<file path="src/hw/tca_consts.svh">
`ifndef TCA_CONSTS_SVH
`define TCA_CONSTS_SVH

// Register indices; the byte address of each register is four times its index.
`define TCA_IDX_CTL0     10'h051
`define TCA_IDX_CTL1     10'h081
`define TCA_IDX_CTL2     10'h0b1
`define TCA_IDX_CTL3     10'h0e1
`define TCA_IDX_GQUAL    10'h0f4
`define TCA_IDX_PQUAL0   10'h0f8
`define TCA_IDX_STAT     10'h0fc

// Per-port control register fields.
`define TCA_BIT_RDI      7
`define TCA_BIT_ODI      6
`define TCA_BIT_AIS      5
`define TCA_BIT_EN       4
`define TCA_BIT_RE       3
`define TCA_BIT_OE       2
`define TCA_CTL_MASK     8'hfc
`define TCA_CTL_RST      8'h00

// Per-port qualifier register fields.
`define TCA_PQ_TTAIS     0
`define TCA_PQ_SIZE      1
`define TCA_PQ_RST       2'h0

// Global qualifier register fields.
`define TCA_GQ_DBAIS     0
`define TCA_GQ_V1SEL     1
`define TCA_GQ_UNEQ      2
`define TCA_GQ_RST       3'h0

// Timing: clock rate, sampling multiframe and tandem multiframe.
`define TCA_CLK_MHZ      50
`define TCA_MF_US        500
`define TCA_TCMF_MS      38
`define TCA_MF_CYC       (`TCA_MF_US * `TCA_CLK_MHZ)
`define TCA_MF_PER_TCMF  ((`TCA_TCMF_MS * 1000) / `TCA_MF_US)

`endif

</file>
<file path="src/hw/tca_pkg.sv">
package tca_pkg;

   // Positions of the per-bus alarms inside an alarm vector.
   typedef enum int unsigned {
      TCA_ALM_PTR_LOSS   = 0,
      TCA_ALM_TU_AIS     = 1,
      TCA_ALM_LBL_UNEQ   = 2,
      TCA_ALM_LBL_MISM   = 3,
      TCA_ALM_TT_LOL     = 4,
      TCA_ALM_TT_MISM    = 5,
      TCA_ALM_TC_UNEQ    = 6,
      TCA_ALM_TC_LOL     = 7,
      TCA_ALM_TC_MISM    = 8,
      TCA_ALM_TC_LOM     = 9
   } tca_alarm_e_t;

   typedef logic [9:0] tca_alarm_vec_t;

endpackage

</file>
<file path="src/hw/tca_port_if.sv">
`timescale 1ns/1ns
`default_nettype none

interface tca_port_if;
   logic [7:0]              ctl;
   logic [1:0]              pqual;
   logic [2:0]              gqual;
   tca_pkg::tca_alarm_vec_t al_a;
   tca_pkg::tca_alarm_vec_t al_b;
   logic [1:0]              db_ais;
   logic [1:0]              db_h4;
   logic                    tick_mf;
   logic                    tick_tcmf;
   logic                    rdi_bit;
   logic                    odi_bit;
   logic                    ais_bit;
   logic                    tc_on;
   logic                    pend_rdi;
   logic                    pend_odi;
   logic                    rx_tc_alarm;

   modport top (output ctl, pqual, gqual, al_a, al_b, db_ais, db_h4, tick_mf, tick_tcmf,
                input rdi_bit, odi_bit, ais_bit, tc_on, pend_rdi, pend_odi, rx_tc_alarm);
   modport port (input ctl, pqual, gqual, al_a, al_b, db_ais, db_h4, tick_mf, tick_tcmf,
                 output rdi_bit, odi_bit, ais_bit, tc_on, pend_rdi, pend_odi, rx_tc_alarm);
endinterface // tca_port_if

`default_nettype wire

</file>
<file path="src/hw/tca_port_ctl.sv">
`timescale 1ns/1ns
`default_nettype none
`include "tca_consts.svh"

module tca_port_ctl (
   input  wire logic clk_i,  // System clock.
   input  wire logic rst_i,  // Synchronous reset, active high.
   tca_port_if.port  pif     // Control, alarms and results of one port.
);
   import tca_pkg::*;

   logic en, re, oe, f_rdi, f_odi;
   logic hit, cond_rdi, cond_odi, tc_any;
   logic pend_rdi_q, pend_rdi_d, pend_odi_q, pend_odi_d;
   logic rdi_q, rdi_d, odi_q, odi_d, ais_q, ais_d, en_q, rx_q, rx_d;

   assign en    = pif.ctl[`TCA_BIT_EN];
   assign re    = pif.ctl[`TCA_BIT_RE];
   assign oe    = pif.ctl[`TCA_BIT_OE];
   assign f_rdi = pif.ctl[`TCA_BIT_RDI];
   assign f_odi = pif.ctl[`TCA_BIT_ODI];

   always_comb begin
      tca_alarm_vec_t v;
      v      = '0;
      hit    = 1'b0;
      tc_any = 1'b0;
      for (int b = 0; b < 2; b++) begin
         v = (b == 0) ? pif.al_a : pif.al_b;
         hit = hit | v[TCA_ALM_PTR_LOSS] | v[TCA_ALM_TU_AIS] | v[TCA_ALM_LBL_MISM]
               | v[TCA_ALM_TC_UNEQ] | v[TCA_ALM_TC_LOL] | v[TCA_ALM_TC_MISM]
               | v[TCA_ALM_TC_LOM];
         hit = hit | (pif.db_ais[b] & pif.gqual[`TCA_GQ_DBAIS])
               | (pif.db_h4[b] & pif.gqual[`TCA_GQ_V1SEL])
               | (v[TCA_ALM_LBL_UNEQ] & pif.gqual[`TCA_GQ_UNEQ])
               | ((v[TCA_ALM_TT_LOL] | v[TCA_ALM_TT_MISM]) & pif.pqual[`TCA_PQ_TTAIS]);
         tc_any = tc_any | v[TCA_ALM_TC_UNEQ] | v[TCA_ALM_TC_LOL] | v[TCA_ALM_TC_MISM]
                  | v[TCA_ALM_TC_LOM];
      end
   end

   assign cond_rdi = en & (f_rdi | (re & hit));
   assign cond_odi = en & (f_odi | (oe & hit));

   always_comb begin
      pend_rdi_d = pend_rdi_q;
      pend_odi_d = pend_odi_q;
      rdi_d      = rdi_q;
      odi_d      = odi_q;
      if (pif.tick_mf) begin
         pend_rdi_d = pend_rdi_q | cond_rdi;
         pend_odi_d = pend_odi_q | cond_odi;
      end
      if (pif.tick_tcmf) begin
         rdi_d      = pend_rdi_q | cond_rdi;
         odi_d      = pend_odi_q | cond_odi;
         pend_rdi_d = 1'b0;
         pend_odi_d = 1'b0;
      end
      if (!en) begin
         rdi_d      = 1'b0;
         odi_d      = 1'b0;
         pend_rdi_d = 1'b0;
         pend_odi_d = 1'b0;
      end
      ais_d = en & pif.ctl[`TCA_BIT_AIS];
      rx_d  = en & tc_any;
   end

   always_ff @(posedge clk_i) begin
      if (rst_i) begin
         pend_rdi_q <= 1'b0;
         pend_odi_q <= 1'b0;
         rdi_q      <= 1'b0;
         odi_q      <= 1'b0;
         ais_q      <= 1'b0;
         en_q       <= 1'b0;
         rx_q       <= 1'b0;
      end else begin
         pend_rdi_q <= pend_rdi_d;
         pend_odi_q <= pend_odi_d;
         rdi_q      <= rdi_d;
         odi_q      <= odi_d;
         ais_q      <= ais_d;
         en_q       <= en;
         rx_q       <= rx_d;
      end
   end

   assign pif.rdi_bit     = rdi_q;
   assign pif.odi_bit     = odi_q;
   assign pif.ais_bit     = ais_q;
   assign pif.tc_on       = en_q;
   assign pif.pend_rdi    = pend_rdi_q;
   assign pif.pend_odi    = pend_odi_q;
   assign pif.rx_tc_alarm = rx_q;

   property p_rdi_force;
      @(posedge clk_i) disable iff (rst_i)
      pif.tick_tcmf && en && f_rdi |=> rdi_q;
   endproperty
   a_rdi_force: assert property (p_rdi_force) else $error("forced remote defect not sent");

   property p_odi_force;
      @(posedge clk_i) disable iff (rst_i)
      pif.tick_tcmf && en && f_odi |=> odi_q;
   endproperty
   a_odi_force: assert property (p_odi_force) else $error("forced outgoing defect not sent");

   property p_ais;
      @(posedge clk_i) disable iff (rst_i)
      1'b1 |=> ais_q == ($past(en) && $past(pif.ctl[`TCA_BIT_AIS]));
   endproperty
   a_ais: assert property (p_ais) else $error("N2 AIS bit does not follow control");

   property p_rx_off;
      @(posedge clk_i) disable iff (rst_i)
      !en |=> !rx_q;
   endproperty
   a_rx_off: assert property (p_rx_off) else $error("receive TC alarm while disabled");

   property p_off_zero;
      @(posedge clk_i) disable iff (rst_i)
      !en |=> !rdi_q && !odi_q && !ais_q && !en_q;
   endproperty
   a_off_zero: assert property (p_off_zero) else $error("TC bits not zero while disabled");

   property p_auto_rdi;
      @(posedge clk_i) disable iff (rst_i)
      pif.tick_tcmf && en && re && (pif.al_a[TCA_ALM_PTR_LOSS] || pif.al_b[TCA_ALM_TC_LOM])
      |=> rdi_q;
   endproperty
   a_auto_rdi: assert property (p_auto_rdi) else $error("alarm did not raise remote defect");

   property p_qual_off;
      @(posedge clk_i) disable iff (rst_i)
      pif.tick_tcmf && en && !f_rdi && !pend_rdi_q && pif.gqual == 3'h0
      && pif.pqual[`TCA_PQ_TTAIS] == 1'b0 && pif.al_a == 10'h034 && pif.al_b == 10'h000
      |=> !rdi_q;
   endproperty
   a_qual_off: assert property (p_qual_off) else $error("unqualified alarm raised defect");

   property p_no_auto;
      @(posedge clk_i) disable iff (rst_i)
      pif.tick_tcmf && en && !re && !f_rdi && !pend_rdi_q |=> !rdi_q;
   endproperty
   a_no_auto: assert property (p_no_auto) else $error("remote defect without force");

   property p_hold;
      @(posedge clk_i) disable iff (rst_i)
      !pif.tick_tcmf && en |=> rdi_q == $past(rdi_q) && odi_q == $past(odi_q);
   endproperty
   a_hold: assert property (p_hold) else $error("defect bit changed mid multiframe");

   property p_sample;
      @(posedge clk_i) disable iff (rst_i)
      pif.tick_mf && !pif.tick_tcmf && cond_rdi ##1 en |-> pend_rdi_q;
   endproperty
   a_sample: assert property (p_sample) else $error("sampled alarm not held pending");

   property p_auto_odi;
      @(posedge clk_i) disable iff (rst_i)
      pif.tick_tcmf && en && oe && hit |=> odi_q;
   endproperty
   a_auto_odi: assert property (p_auto_odi) else $error("alarm did not raise outgoing defect");

   property p_clear;
      @(posedge clk_i) disable iff (rst_i)
      pif.tick_tcmf |=> !pend_rdi_q && !pend_odi_q;
   endproperty
   a_clear: assert property (p_clear) else $error("pending not cleared after commit");

endmodule // tca_port_ctl

`default_nettype wire

</file>
<file path="src/hw/tca_top.sv">
// Added by the designer: the APB slave port.
`timescale 1ns/1ns
`default_nettype none
`include "tca_consts.svh"

module tca_top #(
   parameter int unsigned MF_CYC      = `TCA_MF_CYC,      // Clocks per 500 us multiframe.
   parameter int unsigned MF_PER_TCMF = `TCA_MF_PER_TCMF  // Multiframes per TC multiframe.
) (
   input  wire logic                            clk_i,           // System clock, 50 MHz.
   input  wire logic                            rst_i,           // Synchronous reset.
   input  wire logic                            psel_i,          // APB select.
   input  wire logic                            penable_i,       // APB enable.
   input  wire logic                            pwrite_i,        // APB direction.
   input  wire logic [11:0]                     paddr_i,         // APB byte address.
   input  wire logic [31:0]                     pwdata_i,        // APB write data.
   output logic [31:0]                          prdata_o,        // APB read data.
   output logic                                 pready_o,        // APB ready.
   output logic                                 pslverr_o,       // APB error.
   input  wire tca_pkg::tca_alarm_vec_t [3:0]   alarms_a_i,      // Drop bus A alarms.
   input  wire tca_pkg::tca_alarm_vec_t [3:0]   alarms_b_i,      // Drop bus B alarms.
   input  wire logic [1:0]                      drop_bus_upstream_ais_i, // Upstream AIS.
   input  wire logic [1:0]                      drop_bus_h4_error_i,     // H4 error.
   output logic [3:0]                           tc_frame73_bit8_o,  // Remote defect bit.
   output logic [3:0]                           tc_frame74_bit7_o,  // Outgoing defect bit.
   output logic [3:0]                           n2_bit4_ais_o,      // N2 AIS bit.
   output logic [3:0]                           n2_tc_bits_en_o,    // N2 bits 3..8 live.
   output logic [3:0]                           rx_tc_alarm_o,      // Gated receive alarm.
   output logic                                 tcmf_start_o        // TC multiframe tick.
);
   import tca_pkg::*;

   localparam int unsigned NP = 4;
   localparam int unsigned MW = $clog2(MF_CYC + 1);
   localparam int unsigned TW = $clog2(MF_PER_TCMF + 1);
   localparam int unsigned SW = 2 * NP * 10 + 4;

   // Raw alarms are pins from the drop bus side; two stages before use.
   logic [SW-1:0] sync1_q;
   logic [SW-1:0] sync2_q;
   logic [SW-1:0] raw;

   assign raw = {drop_bus_h4_error_i, drop_bus_upstream_ais_i, alarms_b_i, alarms_a_i};

   always_ff @(posedge clk_i) begin
      if (rst_i) begin
         sync1_q <= '0;
         sync2_q <= '0;
      end else begin
         sync1_q <= raw;
         sync2_q <= sync1_q;
      end
   end

   // Multiframe timers.
   logic [MW-1:0] mf_cnt_q;
   logic [MW-1:0] mf_cnt_d;
   logic [TW-1:0] tc_cnt_q;
   logic [TW-1:0] tc_cnt_d;
   logic          tick_mf;
   logic          tick_tcmf;
   logic          tick_tcmf_q;

   assign tick_mf   = (mf_cnt_q == MW'(MF_CYC - 1));
   assign tick_tcmf = tick_mf && (tc_cnt_q == TW'(MF_PER_TCMF - 1));

   always_comb begin
      mf_cnt_d = tick_mf ? '0 : mf_cnt_q + MW'(1);
      tc_cnt_d = tc_cnt_q;
      if (tick_mf) begin
         tc_cnt_d = tick_tcmf ? '0 : tc_cnt_q + TW'(1);
      end
   end

   always_ff @(posedge clk_i) begin
      if (rst_i) begin
         mf_cnt_q    <= '0;
         tc_cnt_q    <= '0;
         tick_tcmf_q <= 1'b0;
      end else begin
         mf_cnt_q    <= mf_cnt_d;
         tc_cnt_q    <= tc_cnt_d;
         tick_tcmf_q <= tick_tcmf;
      end
   end

   assign tcmf_start_o = tick_tcmf_q;

   // Register file.
   logic [7:0] ctl_q [NP];
   logic [7:0] ctl_d [NP];
   logic [1:0] pq_q  [NP];
   logic [1:0] pq_d  [NP];
   logic [2:0] gq_q;
   logic [2:0] gq_d;
   logic [3:0] st_rdi;
   logic [3:0] st_odi;
   logic [3:0] st_prdi;
   logic [3:0] st_podi;

   function automatic logic [9:0] ctl_idx(input int unsigned p);
      logic [9:0] r;
      r = `TCA_IDX_CTL0;
      case (p)
         1: r = `TCA_IDX_CTL1;
         2: r = `TCA_IDX_CTL2;
         3: r = `TCA_IDX_CTL3;
         default: r = `TCA_IDX_CTL0;
      endcase
      return r;
   endfunction

   logic [9:0]  idx;
   logic        setup;
   logic        access;
   logic        wr_en;
   logic        miss_d;
   logic        miss_q;
   logic [31:0] rd_d;
   logic [31:0] rd_q;

   assign idx    = paddr_i[11:2];
   assign setup  = psel_i && !penable_i;
   assign access = psel_i && penable_i;
   assign wr_en  = access && pwrite_i && !miss_q;

   // Decode in the setup cycle so the read word comes from a flop.
   always_comb begin
      miss_d = 1'b1;
      rd_d   = 32'h0000_0000;
      for (int p = 0; p < NP; p++) begin
         if (idx == ctl_idx(p)) begin
            miss_d = 1'b0;
            rd_d   = {24'h00_0000, ctl_q[p]};
         end
         if (idx == `TCA_IDX_PQUAL0 + 10'(p)) begin
            miss_d = 1'b0;
            rd_d   = {30'h0000_0000, pq_q[p]};
         end
      end
      if (idx == `TCA_IDX_GQUAL) begin
         miss_d = 1'b0;
         rd_d   = {29'h0000_0000, gq_q};
      end
      if (idx == `TCA_IDX_STAT) begin
         miss_d = 1'b0;
         rd_d   = {16'h0000, st_podi, st_prdi, st_odi, st_rdi};
      end
   end

   always_comb begin
      gq_d = gq_q;
      for (int p = 0; p < NP; p++) begin
         ctl_d[p] = ctl_q[p];
         pq_d[p]  = pq_q[p];
         if (wr_en && idx == ctl_idx(p)) begin
            ctl_d[p] = pwdata_i[7:0] & `TCA_CTL_MASK;
         end
         if (wr_en && idx == `TCA_IDX_PQUAL0 + 10'(p)) begin
            pq_d[p] = pwdata_i[1:0];
         end
      end
      if (wr_en && idx == `TCA_IDX_GQUAL) begin
         gq_d = pwdata_i[2:0];
      end
   end

   always_ff @(posedge clk_i) begin
      if (rst_i) begin
         gq_q   <= `TCA_GQ_RST;
         miss_q <= 1'b0;
         rd_q   <= 32'h0000_0000;
         for (int p = 0; p < NP; p++) begin
            ctl_q[p] <= `TCA_CTL_RST;
            pq_q[p]  <= `TCA_PQ_RST;
         end
      end else begin
         gq_q <= gq_d;
         for (int p = 0; p < NP; p++) begin
            ctl_q[p] <= ctl_d[p];
            pq_q[p]  <= pq_d[p];
         end
         if (setup) begin
            miss_q <= miss_d;
            rd_q   <= rd_d;
         end
      end
   end

   // Zero wait states: the access cycle always completes.
   assign pready_o  = access;
   assign pslverr_o = access && miss_q;
   assign prdata_o  = rd_q;

   // Per-port defect engines.
   for (genvar gp = 0; gp < NP; gp++) begin : g_port
      tca_port_if pif ();

      assign pif.ctl       = ctl_q[gp];
      assign pif.pqual     = pq_q[gp];
      assign pif.gqual     = gq_q;
      assign pif.al_a      = sync2_q[gp*10 +: 10];
      assign pif.al_b      = sync2_q[NP*10 + gp*10 +: 10];
      assign pif.db_ais    = sync2_q[2*NP*10 +: 2];
      assign pif.db_h4     = sync2_q[2*NP*10 + 2 +: 2];
      assign pif.tick_mf   = tick_mf;
      assign pif.tick_tcmf = tick_tcmf;

      tca_port_ctl u_port (
         .clk_i (clk_i),
         .rst_i (rst_i),
         .pif   (pif.port)
      );

      assign tc_frame73_bit8_o[gp] = pif.rdi_bit;
      assign tc_frame74_bit7_o[gp] = pif.odi_bit;
      assign n2_bit4_ais_o[gp]     = pif.ais_bit;
      assign n2_tc_bits_en_o[gp]   = pif.tc_on;
      assign rx_tc_alarm_o[gp]     = pif.rx_tc_alarm;
      assign st_rdi[gp]            = pif.rdi_bit;
      assign st_odi[gp]            = pif.odi_bit;
      assign st_prdi[gp]           = pif.pend_rdi;
      assign st_podi[gp]           = pif.pend_odi;
   end

   logic [TW-1:0] tc_gap_q;

   // Helper counter of multiframe ticks since the last TC commit.
   always_ff @(posedge clk_i) begin
      if (rst_i) begin
         tc_gap_q <= '0;
      end else if (tick_tcmf) begin
         tc_gap_q <= '0;
      end else if (tick_mf) begin
         tc_gap_q <= tc_gap_q + TW'(1);
      end
   end

   property p_tcmf_period;
      @(posedge clk_i) disable iff (rst_i)
      tick_tcmf |-> tick_mf && (tc_gap_q == TW'(MF_PER_TCMF - 1));
   endproperty
   a_tcmf_period: assert property (p_tcmf_period) else $error("TC multiframe period wrong");

   property p_mf_reload;
      @(posedge clk_i) disable iff (rst_i)
      tick_mf |=> mf_cnt_q == '0 && !tick_mf;
   endproperty
   a_mf_reload: assert property (p_mf_reload) else $error("multiframe timer did not reload");

   property p_ctl_write;
      @(posedge clk_i) disable iff (rst_i)
      wr_en && idx == `TCA_IDX_CTL0 |=> ctl_q[0] == ($past(pwdata_i[7:0]) & `TCA_CTL_MASK);
   endproperty
   a_ctl_write: assert property (p_ctl_write) else $error("control write not stored");

endmodule // tca_top

`default_nettype wire

</file>
<file path="config.mk">
export PLATFORM = sky130hd
export DESIGN_NAME = tca_top
export DESIGN_NICKNAME = d
export VERILOG_FILES = /design/src/hw/tca_pkg.sv /design/src/hw/tca_port_if.sv /design/src/hw/tca_port_ctl.sv /design/src/hw/tca_top.sv
export VERILOG_INCLUDE_DIRS = /design/src /design/src/hw
export SDC_FILE = /design/constraint.sdc
export NUM_CORES = 1
export LEC_CHECK = 0
export ABC_AREA = 1
export BUFFER_PORTS_ARGS = -buffer_cell sky130_fd_sc_hd__buf_2
export CORE_MARGIN = 2
export CORE_UTILIZATION = 50
export DETAILED_ROUTE_END_ITERATION = 6
export PLACE_DENSITY = 0.79
export SYNTH_ARGS = -nofsm -noshare
export SYNTH_HDL_FRONTEND = slang
export SYNTH_HIERARCHICAL = 1
export SYNTH_SLANG_ARGS = --single-unit
</file>
<file path="constraint.sdc">
create_clock -name clk_i -period 1.8 [get_ports clk_i]
set_input_delay 0 -clock clk_i [delete_from_list [all_inputs] [get_ports clk_i]]
set_output_delay 0 -clock clk_i [all_outputs]
set_load 0.01 [all_outputs]
</file>
==> flow_summary.json <==
{
  "regToRegEndpoint": "tc_cnt_q[2]",
  "end_kind": "flop",
  "reg2reg_from": "mf_cnt_q[0]",
  "cts.clk_slew.worst_paths_ps": 70,
  "io_buffers": 145,
  "cts.sinks": 271,
  "syn_area_per_cell_um2": 7.67,
  "cpMaxStageDelayCell": "dfxtp_1",
  "cts_buffers": 26,
  "stdcell_area_mm2": 0.0132,
  "cts_tree": "done",
  "setup-violations-final": 0,
  "ys_seq_elements": 271,
  "overflow": 0,
  "clock_path_buffers": 3,
  "multi_input_area_mm2": 0.00352,
  "min_path_type": "in -> reg",
  "final_cells": 1867,
  "grt_pass1_vias": 8338,
  "nets": 1709,
  "maxCapViolCount": 0,
  "track_usage": 0.227,
  "synth_area_leaders": "dfxtp_1, nor2_1, inv_1",
  "synth_cells": 1338,
  "area_growth_pct": 28.4,
  "ys_seq_area_frac": 0.528,
  "finClkSkew_ps": 11.0,
  "ff2ff_path_depth": 7,
  "cp_slowest_stage_delay_ps": 350,
  "p_clk_frac": 0.454,
  "power.density_mw_per_mm2": 991,
  "hold_violations": 0,
  "seq_area_mm2": 0.00543,
  "period_share": 0.918,
  "drtIter0Drc": 577,
  "core_mm2": 0.0202,
  "fillCellCount": 1613,
  "die_x_um": 147,
  "dr.pass1.iters": 5,
  "insertion_delay_ps": 540,
  "antenna_found_initial": 2,
  "fmax_ghz": 0.605,
  "gp_congestion": 0.955,
  "rows": 52,
  "critPathLaunchType": "flop",
  "drcViolationCount": 0,
  "switching_share": 0.222,
  "intPower_uw": 10200,
  "dp_slack_ps": -22.8,
  "dp.cells": 1717,
  "num_vias": 8680,
  "switchingPower_uw": 2900,
  "hp-start": "psel_i",
  "root_buffer": "clkbuf_16",
  "dpl_cell_area_mm2": 0.0112,
  "combPwrFrac": 0.067,
  "yosysTopAreaCell": "dfxtp_1",
  "slew_headroom": 0.642,
  "peakVddDrop_mv": 0.614,
  "min_period_ps": 1650,
  "power.leakage_uw": 0.00620,
  "die_y_um": 147,
  "setup_ws_ps": 147,
  "ant_nets": 0,
  "post_cts.repair.setup_buffers": 0,
  "path_cells": "ha_2 -> nand2_1 -> nor4_4 -> nand2_2 -> buf_4 -> o21ai_0 -> nor3b_2",
  "synth_warnings": 6,
  "synthDistinctLibCells": 39,
  "io_pins": 188,
  "grt_max_degree": 107,
  "r2r_slack_ps": 150,
  "vias_per_cell": 4.65,
  "hold_depth": 5,
  "pwr-share-seq": 0.479,
  "syn_area_mm2": 0.0103,
  "cts_htree_levels": 1,
  "cp.arrival_ps": 2120,
  "dp_hpwl_mm": 15.1,
  "status": "complete, no violations",
  "hold_slack_ps": 48.2,
  "drive_gt1_frac": 0.181,
  "grt_pass1_wl_mm": 40.1,
  "worst_slew_pin_slew_ps": 533,
  "yosysTopAreaCellShare": 0.528,
  "wl_per_cell_um": 13.3,
  "routed_wl_mm": 24.8,
  "holdPathEnd": "prdata_o[11]",
  "rsz0062_at_grt": "no",
  "worst-setup-path-type": "reg -> reg",
  "initial_utilization": 0.509,
  "drv_slew": 0,
  "crit_fanout": 4,
  "cp.required_ps": 2260,
  "dieArea_mm2": 0.0217
}
## flip-flops by register name, indices dropped and copies added, names as in the netlist
register,cells
sync2_q,84
prdata_o,16
pq_q,8
g_port.u_port/pif.pend_odi,4
miss_q,1
g_port.u_port/pif.rx_tc_alarm,4
g_port.pif.gqual,3
mf_cnt_q,15
ctl_q,24
g_port.u_port/pif.odi_bit,4
g_port.u_port/pif.ais_bit,4
g_port.u_port/pif.tc_on,4
g_port.u_port/pif.pend_rdi,4
tcmf_start_o,1
tc_cnt_q,7
sync1_q,84
g_port.u_port/pif.rdi_bit,4
## layout make-up
class	instances	area share
clock buffer	32	0.0541
multi-input combinational	744	0.267
sequential	271	0.412
tap	270	0.0256
timing repair buffer	265	0.146
clock inverter	16	0.0187
antenna	3	0.000569
inverter	266	0.0758
## synthesized netlist by cell type
cell,n
clkinv_2,1
nor3_1,16
nand4_1,21
nand2b_1,1
o21ai_0,37
conb_1,1
a211oi_2,8
buf_4,39
nor2_2,22
o21ai_2,4
a21oi_1,57
o21ai_1,9
nor3b_1,3
dfxtp_1,271
a211oi_1,6
nand4_2,2
and2_1,5
o21bai_1,4
o21a_1,1
clkbuf_1,27
or2_2,1
nor2_1,292
a31oi_1,5
buf_2,6
ha_1,2
nor3_2,3
and3_1,1
xnor2_1,1
inv_2,10
nor2_4,6
nand2_1,170
nand2_4,1
nor4_2,3
nand3_2,5
nand3_1,30
nor4_1,4
inv_1,255
xor2_1,6
nand2_2,2
## cell usage in the layout, fill, tap and decap left out, types with 7 or more instances in the layout
cell type,count
a211oi_2,8
a21oi_1,57
buf_2,144
buf_4,17
clkbuf_16,26
conb_1,16
dfxtp_1,271
dlygate4sd3_1,99
inv_1,254
inv_2,11
nand2_1,168
nand3_1,30
nand4_1,21
nor2_1,291
nor2_2,22
nor2_4,7
nor3_1,16
o21ai_0,37
o21ai_1,9
## power groups by stage
stage | clock network [uW] | logic, uW | registers (uW)
detailed placement | 0 | 672 | 6390
global placement | 0 | 658 | 6380
global route | 6280 | 971 | 6270
finish | 5930 | 874 | 6260
floorplan | 0 | 427 | 6380
CTS | 6020 | 842 | 6250
## metal layers
| metal | routed length (um) | share of wire | global-route usage |
|---|---|---|---|
| met5 | 0 | 0 | 0 |
| met4 | 733 | 0.030 | 0.0808 |
| met1 | 10600 | 0.43 | 0.283 |
| met2 | 11900 | 0.48 | 0.394 |
| met3 | 1680 | 0.068 | 0.0404 |
## worst max-delay path, delay by kind of cell, from the launching register on
kind	cells	cell delay, ps
AOI/OAI and AO/OA	1	180
adders and majority gates	1	220
buffers and inverters	1	180
DFF	1	350
and+or+nand+nor	4	660
## per-stage QoR
stage | total power, uW | setup TNS (ps) | util
detailed placement | 7060 | -22.8 | 0.554
floorplan | 6810 | 0 | -
global placement | 7040 | 0 | 0.554
global route | 13500 | 0 | 0.654
CTS | 13100 | 0 | 0.651
finish | 13100 | 0 | 0.654
## worst max-delay path by stage
stage	from	slack [ps]	to	cells after the start
6_report	mf_cnt_q[0]	150	tc_cnt_q[2]	7
5_1_grt	mf_cnt_q[0]	30	mf_cnt_q[12]	9
4_1_cts	mf_cnt_q[0]	40	tc_cnt_q[2]	7
3_5_place_dp	mf_cnt_q[0]	-20	tc_cnt_q[2]	7
3_3_place_gp	mf_cnt_q[0]	160	g_port[3].u_port/pif.odi_bit	9
2_1_floorplan	mf_cnt_q[0]	90	g_port[0].u_port/pif.odi_bit	8
## cell families after synthesis
family / after synthesis / share of synthesized area
flip-flops: 271 / 0.528
adder cells (fa/ha/maj): 2 / 0.00244
other: 1 / 0.000365
AND/OR/NAND/NOR: 588 / 0.250
buffers and inverters: 338 / 0.139
AO/OA/AOI/OAI: 131 / 0.0744
XOR/XNOR: 7 / 0.00597
## what timing repair did
item / in CTS / in global routing
gates resized for setup: 1 / 9
hold endpoints to repair: 146 / 0
pin swaps: 1 / 2
cloned: 0 / 0
setup endpoints to repair: 1 / 31
hold buffers: 99 / 0
Note: power is estimated with default switching activity, not from simulation.
